===== config.mk =====
export PLATFORM = sky130hd
export DESIGN_NAME = hdlsf_top
export DESIGN_NICKNAME = d
export VERILOG_FILES = /design/src/rtl/hdlsf_pkg.sv /design/src/rtl/hdlsf_top.sv
export SDC_FILE = /design/constraint.sdc
export NUM_CORES = 1
export LEC_CHECK = 0
export ABC_AREA = 1
export BUFFER_PORTS_ARGS = -buffer_cell sky130_fd_sc_hd__buf_2
export CORE_MARGIN = 2
export CORE_UTILIZATION = 33
export CTS_BUF_LIST = sky130_fd_sc_hd__clkbuf_16
export CTS_CLUSTER_SIZE = 12
export DETAILED_ROUTE_END_ITERATION = 8
export HOLD_SLACK_MARGIN = 0.12
export PLACE_DENSITY = 0.63
export SETUP_SLACK_MARGIN = 0.15
export SLEW_MARGIN = 10
export SYNTH_ARGS = -nofsm -noshare
export SYNTH_HDL_FRONTEND = slang
export SYNTH_SLANG_ARGS = --single-unit
export TNS_END_PERCENT = 5

===== constraint.sdc =====
create_clock -name CLK_SYS_I -period 1.24 [get_ports CLK_SYS_I]
set_input_delay 0.248 -clock CLK_SYS_I [delete_from_list [all_inputs] [get_ports CLK_SYS_I]]
set_output_delay 0.248 -clock CLK_SYS_I [all_outputs]
set_load 0.02 [all_outputs]

===== src/rtl/hdlsf_pkg.sv =====
// ==========================================================================
// shared constants for the data link event status bank
package hdlsf_pkg;

  // ========================================================================
  // register indices as printed; byte address is four times the index
  localparam logic [7:0] HDLSF_IDX_STATUS = 8'h06;
  localparam logic [7:0] HDLSF_IDX_ENABLE = 8'h07;
  localparam int         HDLSF_ADDR_LSB   = 2;

  // ========================================================================
  // bit positions within the status and enable registers
  localparam int HDLSF_BIT_KIND      = 7;
  localparam int HDLSF_BIT_TX_BEGIN  = 6;
  localparam int HDLSF_BIT_RX_BEGIN  = 5;
  localparam int HDLSF_BIT_TX_FINISH = 4;
  localparam int HDLSF_BIT_RX_FINISH = 3;
  localparam int HDLSF_BIT_FCS_FAIL  = 2;
  localparam int HDLSF_BIT_ABORT     = 1;
  localparam int HDLSF_BIT_FLAG_OCT  = 0;
  localparam int HDLSF_NUM_EVENTS    = 7;

  // ========================================================================
  // reset values
  localparam logic [6:0] HDLSF_RST_FLAGS  = 7'h00;
  localparam logic [6:0] HDLSF_RST_ENABLE = 7'h00;
  localparam logic       HDLSF_RST_KIND   = 1'b0;

  // ========================================================================
  // axi responses
  localparam logic [1:0] HDLSF_RESP_OKAY   = 2'b00;
  localparam logic [1:0] HDLSF_RESP_SLVERR = 2'b10;

endpackage


===== src/rtl/hdlsf_top.sv =====
`timescale 1ns/10ps

module hdlsf_top
  import hdlsf_pkg::*;
#(
  parameter int ADDR_W = 8
)
(
  // clock and reset
  input  wire logic              CLK_SYS_I,
  input  wire logic              NRST_I,
  // event strobes from the hdlc controllers, one cycle each
  input  wire logic              TX_BEGIN_I,
  input  wire logic              RX_BEGIN_I,
  input  wire logic              TX_FINISH_I,
  input  wire logic              RX_FINISH_I,
  input  wire logic              RX_BUF_FULL_I,
  input  wire logic              FCS_FAIL_I,
  input  wire logic              ABORT_SEEN_I,
  input  wire logic              FLAG_OCTET_I,
  // received message kind, taken when its strobe is high
  input  wire logic              MSG_KIND_I,
  input  wire logic              MSG_KIND_VLD_I,
  // axi4-lite write address
  input  wire logic [ADDR_W-1:0] S_AXI_AWADDR_I,
  input  wire logic [2:0]        S_AXI_AWPROT_I,
  input  wire logic              S_AXI_AWVALID_I,
  output logic                   S_AXI_AWREADY_O,
  // axi4-lite write data
  input  wire logic [31:0]       S_AXI_WDATA_I,
  input  wire logic [3:0]        S_AXI_WSTRB_I,
  input  wire logic              S_AXI_WVALID_I,
  output logic                   S_AXI_WREADY_O,
  // axi4-lite write response
  output logic [1:0]             S_AXI_BRESP_O,
  output logic                   S_AXI_BVALID_O,
  input  wire logic              S_AXI_BREADY_I,
  // axi4-lite read address
  input  wire logic [ADDR_W-1:0] S_AXI_ARADDR_I,
  input  wire logic [2:0]        S_AXI_ARPROT_I,
  input  wire logic              S_AXI_ARVALID_I,
  output logic                   S_AXI_ARREADY_O,
  // axi4-lite read data
  output logic [31:0]            S_AXI_RDATA_O,
  output logic [1:0]             S_AXI_RRESP_O,
  output logic                   S_AXI_RVALID_O,
  input  wire logic              S_AXI_RREADY_I,
  // interrupt, level
  output logic                   IRQ_O
);

  // ========================================================================
  // elaboration checks
  if (ADDR_W < 5)
  begin : g_chk
    $error("ADDR_W too small to reach the register indices");
  end

  if (ADDR_W > 64)
  begin : g_chk_wide
    $error("ADDR_W wider than any axi address");
  end

  // the flag logic is built for exactly seven events under the kind bit
  if (HDLSF_NUM_EVENTS != 7)
  begin : g_chk_events
    $error("event count must be seven");
  end

  if (HDLSF_BIT_KIND != HDLSF_NUM_EVENTS)
  begin : g_chk_kind
    $error("kind bit must sit just above the event flags");
  end

  // one 32-bit word per register, so the index is the address over four
  if (HDLSF_ADDR_LSB != 2)
  begin : g_chk_lsb
    $error("registers must be aligned 32-bit words");
  end

  if (HDLSF_IDX_STATUS == HDLSF_IDX_ENABLE)
  begin : g_chk_map
    $error("status and enable must not share an index");
  end

  // ========================================================================
  // whole module state
  // bus holding fields first, then the register contents
  typedef struct packed {
    logic [ADDR_W-1:0] aw_addr;
    logic              aw_got;
    logic [7:0]        w_data;
    logic              w_lane0;
    logic              w_got;
    logic              bvalid;
    logic [1:0]        bresp;
    logic              rvalid;
    logic [31:0]       rdata;
    logic [1:0]        rresp;
    logic [6:0]        flags;
    logic              kind;
    logic [6:0]        enable;
    logic              irq;
  } hdlsf_state_t;

  hdlsf_state_t st_r;
  hdlsf_state_t st_nxt;

  // ========================================================================
  // register map, one aligned word each, byte lane 0 only
  //   status 0x18: kind bit on top, seven sticky event flags below
  //   enable 0x1C: interrupt mask in the same layout, top bit reads zero
  //   elsewhere  : slave error, reads return zero, writes change nothing
  // a read clears every flag it returned; an event in the read cycle is
  // kept for the next read, so no event slips between two reads
  // writing ones to status also clears, for drivers that avoid read
  // side effects

  // ========================================================================
  // address decode helper, shared by both channels
  // 01 status, 10 enable, 00 anything else; low address bits ignored
  function automatic logic [1:0] hdlsf_decode(input logic [ADDR_W-1:0] a);
    logic [ADDR_W-1:0] idx;
    idx = a >> HDLSF_ADDR_LSB;
    hdlsf_decode = 2'b00;
    if (idx == ADDR_W'(HDLSF_IDX_STATUS))
      hdlsf_decode = 2'b01;
    else if (idx == ADDR_W'(HDLSF_IDX_ENABLE))
      hdlsf_decode = 2'b10;
  endfunction

  logic [6:0] events;
  logic       aw_hs;
  logic       w_hs;
  logic       ar_hs;
  logic [1:0] rd_sel;
  logic [1:0] wr_sel;

  // event vector in register bit order; each strobe high for one cycle
  // sets its flag at the closing edge, a strobe held high keeps it set,
  // and the buffer-full strobe shares the receive-end flag
  always_comb
  begin
    events                      = '0;
    events[HDLSF_BIT_TX_BEGIN]  = TX_BEGIN_I;
    events[HDLSF_BIT_RX_BEGIN]  = RX_BEGIN_I;
    events[HDLSF_BIT_TX_FINISH] = TX_FINISH_I;
    events[HDLSF_BIT_RX_FINISH] = RX_FINISH_I | RX_BUF_FULL_I;
    events[HDLSF_BIT_FCS_FAIL]  = FCS_FAIL_I;
    events[HDLSF_BIT_ABORT]     = ABORT_SEEN_I;
    events[HDLSF_BIT_FLAG_OCT]  = FLAG_OCTET_I;
  end

  // bus timing: address and data taken in either order; the word lands
  // one edge after both are held and the response rises with it; a read
  // answers one edge after its address; reads never wait on writes
  // ready terms; one outstanding write and one read at a time
  assign S_AXI_AWREADY_O = !st_r.aw_got && !st_r.bvalid;
  assign S_AXI_WREADY_O  = !st_r.w_got && !st_r.bvalid;
  assign S_AXI_ARREADY_O = !st_r.rvalid;
  assign aw_hs           = S_AXI_AWVALID_I && S_AXI_AWREADY_O;
  assign w_hs            = S_AXI_WVALID_I && S_AXI_WREADY_O;
  assign ar_hs           = S_AXI_ARVALID_I && S_AXI_ARREADY_O;
  assign rd_sel          = hdlsf_decode(S_AXI_ARADDR_I);
  assign wr_sel          = hdlsf_decode(st_r.aw_addr);

  // ========================================================================
  // sticky flag cells
  logic [6:0] rd_clr;
  logic [6:0] wr_clr;
  logic [6:0] flag_nxt;

  // clear sources: a status read clears all, a status write clears ones
  always_comb
  begin
    rd_clr = '0;
    wr_clr = '0;
    if (ar_hs && rd_sel == 2'b01)
      rd_clr = '1;
    // a write with lane 0 off clears nothing, as on the enable path
    if (st_r.aw_got && st_r.w_got && wr_sel == 2'b01 && st_r.w_lane0)
      wr_clr = st_r.w_data[6:0];
  end

  // one cell per event; the set term wins so no event is lost to a clear
  for (genvar g = 0; g < HDLSF_NUM_EVENTS; g++)
  begin : g_flag
    assign flag_nxt[g] = events[g]
                       | (st_r.flags[g] & ~(rd_clr[g] | wr_clr[g]));
  end

  // ========================================================================
  // next state
  always_comb
  begin
    logic [7:0] status_view;
    status_view = {st_r.kind, st_r.flags};
    st_nxt      = st_r;

    // capture address and data independently, in either order
    // limitation: lanes 1-3 of wstrb and both prot fields are ignored
    if (aw_hs)
    begin
      st_nxt.aw_addr = S_AXI_AWADDR_I;
      st_nxt.aw_got  = 1'b1;
    end
    if (w_hs)
    begin
      st_nxt.w_data  = S_AXI_WDATA_I[7:0];
      st_nxt.w_lane0 = S_AXI_WSTRB_I[0];
      st_nxt.w_got   = 1'b1;
    end

    // perform write once both halves are held
    if (st_r.aw_got && st_r.w_got)
    begin
      st_nxt.aw_got = 1'b0;
      st_nxt.w_got  = 1'b0;
      st_nxt.bvalid = 1'b1;
      st_nxt.bresp  = HDLSF_RESP_OKAY;
      if (wr_sel == 2'b10)
      begin
        if (st_r.w_lane0)
          st_nxt.enable = st_r.w_data[6:0];
      end
      else if (wr_sel == 2'b00)
        st_nxt.bresp = HDLSF_RESP_SLVERR;
      // status writes clear through wr_clr; the kind bit ignores writes
    end
    if (st_r.bvalid && S_AXI_BREADY_I)
      st_nxt.bvalid = 1'b0;

    // read path; a status read returns flags, rd_clr then clears them
    if (ar_hs)
    begin
      st_nxt.rvalid = 1'b1;
      st_nxt.rresp  = HDLSF_RESP_OKAY;
      st_nxt.rdata  = '0;
      if (rd_sel == 2'b01)
      begin
        st_nxt.rdata = {24'h00_0000, status_view};
      end
      else if (rd_sel == 2'b10)
        st_nxt.rdata = {25'h000_0000, st_r.enable};
      else
        st_nxt.rresp = HDLSF_RESP_SLVERR;
    end
    else if (st_r.rvalid && S_AXI_RREADY_I)
      st_nxt.rvalid = 1'b0;

    // sticky cells computed above, set winning over clear
    st_nxt.flags = flag_nxt;

    // message kind follows the receiver, never software
    if (MSG_KIND_VLD_I)
      st_nxt.kind = MSG_KIND_I;

    // level interrupt from unmasked sticky flags; taken from the next
    // values so it rises with the flag and drops with the clearing read
    st_nxt.irq = |(st_nxt.flags & st_nxt.enable);
  end

  // ========================================================================
  // state register, synchronous active-low reset
  // the whole struct is cleared first, then the reset constants are laid
  // over it so a change of those constants takes effect here
  always_ff @(posedge CLK_SYS_I)
  begin
    if (!NRST_I)
    begin
      st_r        <= '0;
      st_r.flags  <= HDLSF_RST_FLAGS;
      st_r.kind   <= HDLSF_RST_KIND;
      st_r.enable <= HDLSF_RST_ENABLE;
    end
    else
      st_r <= st_nxt;
  end

  // ========================================================================
  // registered outputs
  // every data output comes straight from the state register; only the
  // three ready terms reach the bus combinationally
  assign S_AXI_BVALID_O = st_r.bvalid;
  assign S_AXI_BRESP_O  = st_r.bresp;
  assign S_AXI_RVALID_O = st_r.rvalid;
  assign S_AXI_RDATA_O  = st_r.rdata;
  assign S_AXI_RRESP_O  = st_r.rresp;
  assign IRQ_O          = st_r.irq;

endmodule


==> run metrics, run 1 <==
violations in the final reports=setup timing; level count of the clock H-tree=2; Max Buffers Root-to-Sink=2; number of buffers added to fix hold violations after cts=0; Routed WL=4780 µm; element type at the critical path start=flop; combined area of all synthesized cells=0.00222 mm²; proportion of synthesized chip area in sequential cells=39.6%; Max Clock Skew=5.79 ps; Die Span X=86.1 µm; number of antenna violations at the first check in global routing=0; Post-synth top flop=sky130_fd_sc_hd__dfxtp_1; clock insertion delay at the later pin of the skew report=280 ps; average wire per standard cell=10.8 µm; placeable core area=0.00642 mm²; CTS Root Cell=sky130_fd_sc_hd__clkbuf_16; number of rows in the core area=29; GP Congestion=0.806; share of synthesized flip-flops with an asynchronous set or reset=0%; unrepaired setup endpoints after global routing=yes; Final period util=114%; buffers added on ports=52; starting utilization of the core area=34.6%; final antenna-violating net count=0; count of cell types in the netlist=30; Avg Synthesized Cell Area=7.42 µm²; drc violations=0; Crit. End Element=flop; data arrival time of the critical path=1590 ps; class of the most critical hold timing path=in2reg; total congestion overflow=0; max cap viols=0; reported leakage power=1.44 nW; Fin Hold WS=130 ps; outcome=finished with violations; post-synthesis cell count=300; Yosys top cell area share=39.6%; clock-pin slew on the worst setup and hold paths=60 ps; worst setup slack after layout=-174 ps; number of sinks driven by the clock tree=44; Power per Cell Area=1170 mW/mm²; number of hold violations in the final report=0; final layout net count=442; top area cells in the synthesized netlist=sky130_fd_sc_hd__dfxtp_1, sky130_fd_sc_hd__buf_4, sky130_fd_sc_hd__nand2_1, sky130_fd_sc_hd__inv_1, sky130_fd_sc_hd__nor2_1; number of CTS-inserted buffers=5; most common library cells after synthesis=sky130_fd_sc_hd__dfxtp_1, sky130_fd_sc_hd__nand2_1, sky130_fd_sc_hd__inv_1, sky130_fd_sc_hd__buf_4, sky130_fd_sc_hd__nor2_1; number of setup violations in the final report=3; Worst Path Required=1410 ps; number of max-slew violations in the final report=0; highest achievable clock rate=707 MHz; number of flops mapped to enable cells by yosys=0; maximum number of pins on one net before global-route repair=23; CTS tree=built; DR pass1 iterations=4; cell taking the most area after synthesis=sky130_fd_sc_hd__dfxtp_1; aggregate negative setup slack=-190 ps; Ant. Diodes=0; Overall Power=0.00341 W; critical setup path kind=reg2reg; via/cell ratio=4.38; total of warnings raised by yosys=0; number of flip-flops and latches in the synthesized netlist=44; via count of the first global-routing pass=1845; via count=1945; P&R area growth vs syn=30.3%; final critical path time including I/O delays and setup=1410 ps; Die Footprint=0.00741 mm²; sum of net half-perimeters after detailed placement=3690 µm; wire length of the first global-routing pass=8070 µm; share of cells above drive strength 1=37.1%; Die Height=86.1 µm; total routing resource utilization after global routing=13.9%; critical path fanouts, max=6; boundary pin count=117; violation count after the first detailed-route iteration=49; worst vdd rail ir drop=0.000648 V
==> final timing paths <==
check / to / startpoint / slack [ps] / cells after the start
max: IRQ_O / st_r[70] / -170 / 12
min: S_AXI_BVALID_O / S_AXI_BREADY_I / 130 / 2
max reg2reg: IRQ_O / st_r[70] / -170 / 12
min reg2reg: st_r[55] / st_r[55] / 460 / 2
==> where the power goes <==
part / total, W / internal [W] / switching [W]
Clock: 0.00123 / 0.000723 / 0.000510
Sequential: 0.00156 / 0.00150 / 0.0000554
Combinational: 0.000616 / 0.000250 / 0.000366
Total: 0.00341 / 0.00247 / 0.000932
==> placed cells by master (no fill, tap or decap), types with 7 or more instances in the layout <==
| cell type | instances |
|---|---|
| sky130_fd_sc_hd__buf_2 | 48 |
| sky130_fd_sc_hd__inv_1 | 38 |
| sky130_fd_sc_hd__dfxtp_1 | 37 |
| sky130_fd_sc_hd__nand2_1 | 36 |
| sky130_fd_sc_hd__conb_1 | 26 |
| sky130_fd_sc_hd__nor2_1 | 25 |
| sky130_fd_sc_hd__a21oi_1 | 18 |
| sky130_fd_sc_hd__buf_4 | 18 |
| sky130_fd_sc_hd__nand3_1 | 15 |
| sky130_fd_sc_hd__o21ai_0 | 14 |
| sky130_fd_sc_hd__nand4_1 | 13 |
| sky130_fd_sc_hd__buf_6 | 11 |
| sky130_fd_sc_hd__o21ai_2 | 7 |
==> metrics by stage <==
stage | utilization, % | setup WS [ps] | cell area, µm² | std cells
finish | 45.1 | -174 | 2900 | 444
global route | 45.1 | -306 | 2900 | 444
CTS | 44.3 | -166 | 2840 | 444
detailed placement | 40.5 | -281 | 2600 | 435
global placement | 40.5 | -244 | 2600 | 435
floorplan | - | -105 | 2360 | 325
==> flip-flops by register name, summed over array words and instances (netlist names) <==
name,cells
S_AXI_BRESP_O,1
S_AXI_BVALID_O,1
S_AXI_RVALID_O,1
S_AXI_RDATA_O,8
st_r,31
S_AXI_RRESP_O,1
IRQ_O,1
==> cell families after synthesis <==
family | synth area share (%)
simple gates | 26.1
flops | 39.6
other cells | 0.169
buf+inv | 21.5
compound gates | 12.7
==> critical path, cell delays in order (launching register included) <==
cell and delay, ps:
sky130_fd_sc_hd__dfxtp_2 310, sky130_fd_sc_hd__inv_2 50, sky130_fd_sc_hd__nand2_2 60, sky130_fd_sc_hd__nor2_4 120
sky130_fd_sc_hd__buf_12 130, sky130_fd_sc_hd__buf_6 90, sky130_fd_sc_hd__nand4_1 80, sky130_fd_sc_hd__nand3_1 120
sky130_fd_sc_hd__nand2_1 60, sky130_fd_sc_hd__nand2_1 50, sky130_fd_sc_hd__nand2_1 60, sky130_fd_sc_hd__nor2_2 100
sky130_fd_sc_hd__a21oi_2 60
==> layer usage <==
metal,vias to the layer above,global-route usage [%],wire length (µm)
met1,840,17.2,2230
li1,1037,-,-
met5,-,0,0
met4,0,5.63,65
met2,60,23.3,2210
met3,8,2.79,274
==> final cells by class <==
| class | count | area, µm² |
|---|---|---|
| Clock inverter | 2 | 8.76 |
| Inverter | 44 | 165 |
| Clock buffer | 5 | 125 |
| Sequential cell | 44 | 892 |
| Timing Repair Buffer | 79 | 539 |
| Multi-Input combinational cell | 193 | 1070 |
| Tap cell | 77 | 96.3 |
| Fill cell | 647 | 3520 |
==> what timing repair did <==
action	in CTS	in global routing
pin swaps	14	9
setup buffers	1	0
resized for setup	26	17
endpoints found under the setup margin	41	42
gates cloned	1	0
(Power assumes the default switching activity.)
==> run 2, diff against run 1 <==
--- a/config.mk
+++ b/config.mk
@@ -8,12 +8,12 @@
 export ABC_AREA = 1
 export BUFFER_PORTS_ARGS = -buffer_cell sky130_fd_sc_hd__buf_2
 export CORE_MARGIN = 2
-export CORE_UTILIZATION = 33
+export CORE_UTILIZATION = 41
 export CTS_BUF_LIST = sky130_fd_sc_hd__clkbuf_16
 export CTS_CLUSTER_SIZE = 12
 export DETAILED_ROUTE_END_ITERATION = 8
 export HOLD_SLACK_MARGIN = 0.12
-export PLACE_DENSITY = 0.63
+export PLACE_DENSITY = 0.76
 export SETUP_SLACK_MARGIN = 0.15
 export SLEW_MARGIN = 10
 export SYNTH_ARGS = -nofsm -noshare
==> run 2 against run 1 <==
Compared with the run above:
- the run still ends with setup timing left
- sequential cell count unchanged
- sequential power about the same
- maximum frequency decreased by 5.2%
- cell count decreased by 1.1%
- hold slack improved by 5.6 ps
- via count increased by 2.9%
- critical path depth decreased by 2
- critical endpoint unchanged
- die area decreased by 19%
- worst setup slack got worse by 78 ps
- highest routed layer unchanged
- cell area increased by 1.6%
- utilization increased by 12 points
==> run metrics, run 2 (same netlist as run 1, synthesis figures left out) <==
number of hold violations in the final report=0 (unchanged); Crit. End Element=flop (unchanged); Reg area=892 µm² (unchanged); Die Height=77.7 µm (was 86.1 µm); final layout net count=443 (was 442); CTS tree=built (unchanged); worst setup slack after layout=-252 ps (was -174 ps); clock insertion delay at the later pin of the skew report=280 ps (about the same); worst slack, placed=-264 ps (was -281 ps); total routing resource utilization after global routing=16.8% (was 13.9%); commonest non-fill, non-tap cells in the layout=sky130_fd_sc_hd__buf_2, sky130_fd_sc_hd__inv_1, sky130_fd_sc_hd__dfxtp_1 (unchanged); number of max-slew violations in the final report=0 (unchanged); dominant cell type by count on the critical path=sky130_fd_sc_hd__nand2_1 (unchanged); end point of the critical path=IRQ_O (unchanged); number of rows in the core area=26 (was 29); critical path's top delay family=simple AND/OR/NAND/NOR gates (unchanged); Worst Path Required=1410 ps (about the same); Ant. Diodes=0 (unchanged); Die Span X=77.7 µm (was 86.1 µm); number of setup violations in the final report=5 (was 3); clock-pin slew on the worst setup and hold paths=60 ps (about the same); slowest library cell on the worst path=sky130_fd_sc_hd__dfxtp_1 (was sky130_fd_sc_hd__dfxtp_2); total congestion overflow=0 (unchanged); data arrival time of the critical path=1660 ps (was 1590 ps); wire length of the first global-routing pass=8200 µm (was 8070 µm); most common cell after layout, fill and taps aside=sky130_fd_sc_hd__buf_2 (unchanged); reported leakage power=1.48 nW (was 1.44 nW); Routed WL=5080 µm (was 4780 µm); critical path's largest stage delay=350 ps (was 310 ps); Largest Register=st_r (unchanged); startpoint of the lowest-slack register-to-register path=st_r[68] (was st_r[70]); number of buffers added to fix hold violations after cts=0 (unchanged); aggregate negative setup slack=-359 ps (was -190 ps); average wire per standard cell=11.6 µm (was 10.8 µm); share of cells above drive strength 1=40.1% (was 37.1%); Max Clock Skew=3.10 ps (was 5.79 ps); Final period util=120% (was 114%); Crit path depth=10 (was 12); number of antenna violations at the first check in global routing=0 (unchanged); worst vdd rail ir drop=0.000863 V (was 0.000648 V); cells along the critical path=nand2_2 -> nor2_8 -> buf_4 -> nand4_1 -> nand3_1 -> nand2_1 -> nand2_1 -> nand2_1 -> nor2_2 -> a21oi_2 (was inv_2 -> nand2_2 -> nor2_4 -> buf_12 -> buf_6 -> nand4_1 -> nand3_1 -> nand2_1 -> nand2_1 -> nand2_1 -> nor2_2 -> a21oi_2); via count of the first global-routing pass=1862 (was 1845); register-to-register setup slack=-250 ps (was -170 ps); cell count of the worst reg-to-reg path=10 (was 12); Max Buffers Root-to-Sink=2 (unchanged); number of sinks driven by the clock tree=44 (unchanged); level count of the clock H-tree=2 (unchanged); sum of net half-perimeters after detailed placement=3500 µm (was 3690 µm); element type at the critical path start=flop (unchanged); DR pass1 iterations=4 (unchanged); class of the most critical hold timing path=in2reg (unchanged); P&R area growth vs syn=32.5% (was 30.3%); buffer and inverter count on the worst path=1 (was 3); violations in the final reports=setup timing (unchanged); Min-Delay Path Depth=2 (unchanged); max cap viols=0 (unchanged); buffers added on ports=52 (unchanged); CTS Root Cell=sky130_fd_sc_hd__clkbuf_16 (unchanged); area of the multi-input gates=0.00113 mm² (was 0.00107 mm²); unrepaired setup endpoints after global routing=yes (unchanged); boundary pin count=117 (unchanged); violation count after the first detailed-route iteration=56 (was 49); critical path fanouts, max=5 (was 6); max FFs per register=31 (unchanged); highest achievable clock rate=670 MHz (was 707 MHz); endpoint of the most critical register-to-register path=IRQ_O (unchanged); outcome=finished with violations (unchanged); final critical path time including I/O delays and setup=1490 ps (was 1410 ps); Fillers=460 (was 647); GP Congestion=0.768 (was 0.806); worst setup path startpoint=st_r[68] (was st_r[70]); placeable core area=0.00517 mm² (was 0.00642 mm²); Die Footprint=0.00603 mm² (was 0.00741 mm²); maximum number of pins on one net before global-route repair=27 (was 23); critical setup path kind=reg2reg (unchanged); final antenna-violating net count=0 (unchanged); drc violations=0 (unchanged); starting utilization of the core area=43.0% (was 34.6%); via count=2001 (was 1945); number of CTS-inserted buffers=5 (unchanged); via/cell ratio=4.56 (was 4.38); Power per Cell Area=1160 mW/mm² (was 1170 mW/mm²)
==> run 2: cell count changes in the layout (fill, tap and decap cells not counted), moves of 2 or more <==
cell                      change
sky130_fd_sc_hd__buf_4        +3
sky130_fd_sc_hd__nand3_2      +9
sky130_fd_sc_hd__nand2_2      +2
sky130_fd_sc_hd__o21ai_0      -7
sky130_fd_sc_hd__nand3_1     -10
sky130_fd_sc_hd__o21ai_1      +7
==> run 2: through the flow <==
stage                     power (W)  utilization, %  std cells  hold WS, ps  area, µm²
after floorplan             0.00198               -        325          337       2360
after global placement      0.00210            50.0        427          423       2590
after detailed placement    0.00211            50.0        427          437       2590
after CTS                   0.00339            54.5        437          132       2820
after global routing        0.00358            57.0        439          141       2950
final                       0.00340            57.0        439          136       2950
==> run 2: how the worst min path moves through the flow <==
| stage | from | end | slack [ps] |
|---|---|---|---|
| 2_1_floorplan | S_AXI_BREADY_I | S_AXI_BVALID_O | 340 |
| 3_3_place_gp | S_AXI_BREADY_I | S_AXI_BVALID_O | 420 |
| 3_5_place_dp | S_AXI_BREADY_I | S_AXI_BVALID_O | 440 |
| 4_1_cts | S_AXI_BREADY_I | S_AXI_BVALID_O | 130 |
| 5_1_grt | S_AXI_BREADY_I | S_AXI_BVALID_O | 140 |
| 6_report | S_AXI_BREADY_I | S_AXI_BVALID_O | 140 |
==> run 2: layout make-up <==
type,instances,area share [%]
inverter,44,5.61
sequential,44,30.3
clock buffer,5,4.25
tap,70,2.97
timing repair buffer,80,18.0
multi-input combinational,193,38.5
clock inverter,3,0.382
==> run 2: where the power goes <==
group	internal [W]	switching, W	leakage, nW
logic	0.000245	0.000370	1.04
clock network	0.000724	0.000506	0.0738
registers	0.00150	0.0000582	0.364
total	0.00247	0.000934	1.48
==> run 2: metal layers <==
| layer | share of wire (%) | global-route usage [%] | vias to the layer above | routed length (µm) |
|---|---|---|---|---|
| met5 | 0 | 0 | - | 0 |
| met4 | 1.7 | 6.79 | 0 | 86 |
| met3 | 5.9 | 5.12 | 8 | 301 |
| met2 | 50 | 29.2 | 68 | 2540 |
| met1 | 42 | 19.0 | 886 | 2150 |
| li1 | - | - | 1039 | - |
==> run 2: repair_timing <==
action                                  in CTS  in global routing
pin swaps                                   17                 16
buffers inserted                             1                  2
gates cloned                                 1                  0
endpoints found under the setup margin      40                 37
resized for setup                           25                 37
==> run 3, diff against run 2 <==
==> constraint.sdc (replaced) <==
create_clock -name CLK_SYS_I -period 1.24 [get_ports CLK_SYS_I]
set_input_delay 0.062 -clock CLK_SYS_I [delete_from_list [all_inputs] [get_ports CLK_SYS_I]]
set_output_delay 0.062 -clock CLK_SYS_I [all_outputs]
set_load 0.02 [all_outputs]
==> run 3 against run 2 <==
Compared with the run above:
- the flow still finishes with violations (setup timing)
- power up 0.42%
- sequential cell count is the same
- combinational power up 3.9%
- largest power group unchanged
==> run metrics, run 3 (same netlist as run 1, synthesis figures left out) <==
outcome=finished with violations (unchanged); violations in the final reports=setup timing (unchanged); number of CTS-inserted buffers=5 (unchanged); Placed Instances=422 (was 427); cell count of the worst reg-to-reg path=11 (was 10); final critical path time including I/O delays and setup=1440 ps (was 1490 ps); Largest Register=st_r (unchanged); total routing resource utilization after global routing=18.1% (was 16.8%); number of setup violations in the final report=2 (was 5); boundary pin count=117 (unchanged); slowest library cell on the worst path=sky130_fd_sc_hd__dfxtp_1 (unchanged); CTS tree=built (unchanged); maximum number of pins on one net before global-route repair=27 (unchanged); clock-pin slew on the worst setup and hold paths=60 ps (about the same); worst setup path startpoint=st_r[70] (was st_r[68]); share of cells above drive strength 1=35.6% (was 40.1%); cells along the critical path=inv_2 -> nand2_2 -> nor2_4 -> buf_12 -> nand4_1 -> nand3_1 -> nand2_1 -> nand2_1 -> nand2_1 -> nor2_1 -> a21oi_2 (was nand2_2 -> nor2_8 -> buf_4 -> nand4_1 -> nand3_1 -> nand2_1 -> nand2_1 -> nand2_1 -> nor2_2 -> a21oi_2); average wire per standard cell=11.6 µm (about the same); most common cell after layout, fill and taps aside=sky130_fd_sc_hd__buf_2 (unchanged); Max Clock Skew=3.68 ps (was 3.10 ps); placeable core area=0.00517 mm² (unchanged); number of max-slew violations in the final report=0 (unchanged); CTS Root Cell=sky130_fd_sc_hd__clkbuf_16 (unchanged); class of the most critical hold timing path=in2reg (unchanged); Die Height=77.7 µm (unchanged); Final Non-Filler Cells=455 (was 439); Die Span X=77.7 µm (unchanged); wire length of the first global-routing pass=8750 µm (was 8200 µm); data arrival time of the critical path=1610 ps (was 1660 ps); worst vdd rail ir drop=0.000717 V (was 0.000863 V); startpoint of the lowest-slack register-to-register path=st_r[70] (was st_r[68]); max FFs per register=31 (unchanged); post-route core utilization=59.5% (was 57.0%); final layout net count=459 (was 443); critical setup path kind=reg2reg (unchanged); Crit. End Element=flop (unchanged); commonest non-fill, non-tap cells in the layout=sky130_fd_sc_hd__buf_2, sky130_fd_sc_hd__dfxtp_1, sky130_fd_sc_hd__inv_1 (was sky130_fd_sc_hd__buf_2, sky130_fd_sc_hd__inv_1, sky130_fd_sc_hd__dfxtp_1); critical path's largest stage delay=310 ps (was 350 ps); aggregate negative setup slack=-226 ps (was -359 ps); total congestion overflow=0 (unchanged); Final period util=116% (was 120%); element type at the critical path start=flop (unchanged); buffers added on ports=52 (unchanged); max cap viols=0 (unchanged); GP Congestion=0.759 (was 0.768); drc violations=0 (unchanged); sum of net half-perimeters after detailed placement=3580 µm (was 3500 µm); number of sinks driven by the clock tree=44 (unchanged); violation count after the first detailed-route iteration=81 (was 56); register-to-register setup slack=-200 ps (was -250 ps); DR pass1 iterations=4 (unchanged); Ant. Diodes=0 (unchanged); Fillers=451 (was 460); Overall Power=0.00342 W (was 0.00340 W); unrepaired setup endpoints after global routing=yes (unchanged); end point of the critical path=IRQ_O (unchanged); via/cell ratio=4.59 (was 4.56); number of hold violations in the final report=0 (unchanged); dominant cell type by count on the critical path=sky130_fd_sc_hd__nand2_1 (unchanged); Worst Path Required=1410 ps (about the same); number of antenna violations at the first check in global routing=0 (unchanged); starting utilization of the core area=43.0% (unchanged); worst setup slack after layout=-196 ps (was -252 ps); P&R area growth vs syn=38.2% (was 32.5%); endpoint of the most critical register-to-register path=IRQ_O (unchanged); final antenna-violating net count=0 (unchanged); reported leakage power=1.54 nW (was 1.48 nW); number of rows in the core area=26 (unchanged); Max Buffers Root-to-Sink=2 (unchanged); highest achievable clock rate=696 MHz (was 670 MHz); via count=2089 (was 2001); Routed WL=5280 µm (was 5080 µm); clock insertion delay at the later pin of the skew report=280 ps (about the same); level count of the clock H-tree=2 (unchanged); Die Footprint=0.00603 mm² (unchanged); Power per Cell Area=1110 mW/mm² (was 1160 mW/mm²); critical path fanouts, max=8 (was 5); Min-Delay Path Depth=4 (was 2); via count of the first global-routing pass=1964 (was 1862)
[run 3: per-layer routing]
layer | routed length, µm | up-vias | track usage (%)
li1 | - | 1065 | -
met1 | 2320 | 942 | 21.4
met2 | 2560 | 67 | 30.8
met3 | 264 | 15 | 4.07
met4 | 139 | 0 | 9.11
met5 | 0 | - | 0
[run 3: what timing repair did]
item / in CTS / in global routing
setup buffers: 0 / 1
gates resized for setup: 36 / 7
pin swaps: 16 / 15
endpoints found under the setup margin: 39 / 35
hold buffers: 24 / 0
hold endpoints to repair: 22 / 0
[run 3: power by group]
group / leakage (nW) / internal (W) / switching (W)
logic: 1.11 / 0.000266 / 0.000373
registers: 0.364 / 0.00150 / 0.0000544
clock network: 0.0738 / 0.000724 / 0.000501
total: 1.54 / 0.00249 / 0.000929
[run 3: layout make-up]
class	count	area [µm²]	area share, %
inverter	44	165	5.37
clock inverter	3	11.3	0.366
timing repair buffer	97	691	22.5
sequential	44	891	29.0
clock buffer	5	125	4.07
tap	70	87.6	2.85
multi-input combinational	192	1100	35.9
[run 3: critical path, delay by kind of cell, from the launching register on]
family / cells / cell delay [ps]
buffers and inverters: 2 / 200
DFF: 1 / 310
AOI/OAI and AO/OA: 1 / 60
and+or+nand+nor: 8 / 750
[run 3: worst min-delay path by stage]
stage / start / slack, ps / to
after floorplan: S_AXI_BREADY_I / 150 / S_AXI_BVALID_O
after global placement: S_AXI_BREADY_I / 240 / S_AXI_BVALID_O
after detailed placement: S_AXI_BREADY_I / 250 / S_AXI_BVALID_O
after CTS: ABORT_SEEN_I / 130 / st_r[10]
after global routing: FCS_FAIL_I / 160 / st_r[11]
final: ABORT_SEEN_I / 120 / st_r[10]
[run 3: through the flow]
stage	instance area [µm²]	hold WS [ps]	setup WS [ps]
6_report	3080	120	-196
5_1_grt	3080	159	-304
4_1_cts	3060	126	-176
3_5_place_dp	2550	253	-221
3_3_place_gp	2550	237	-156
2_1_floorplan	2360	151	-105
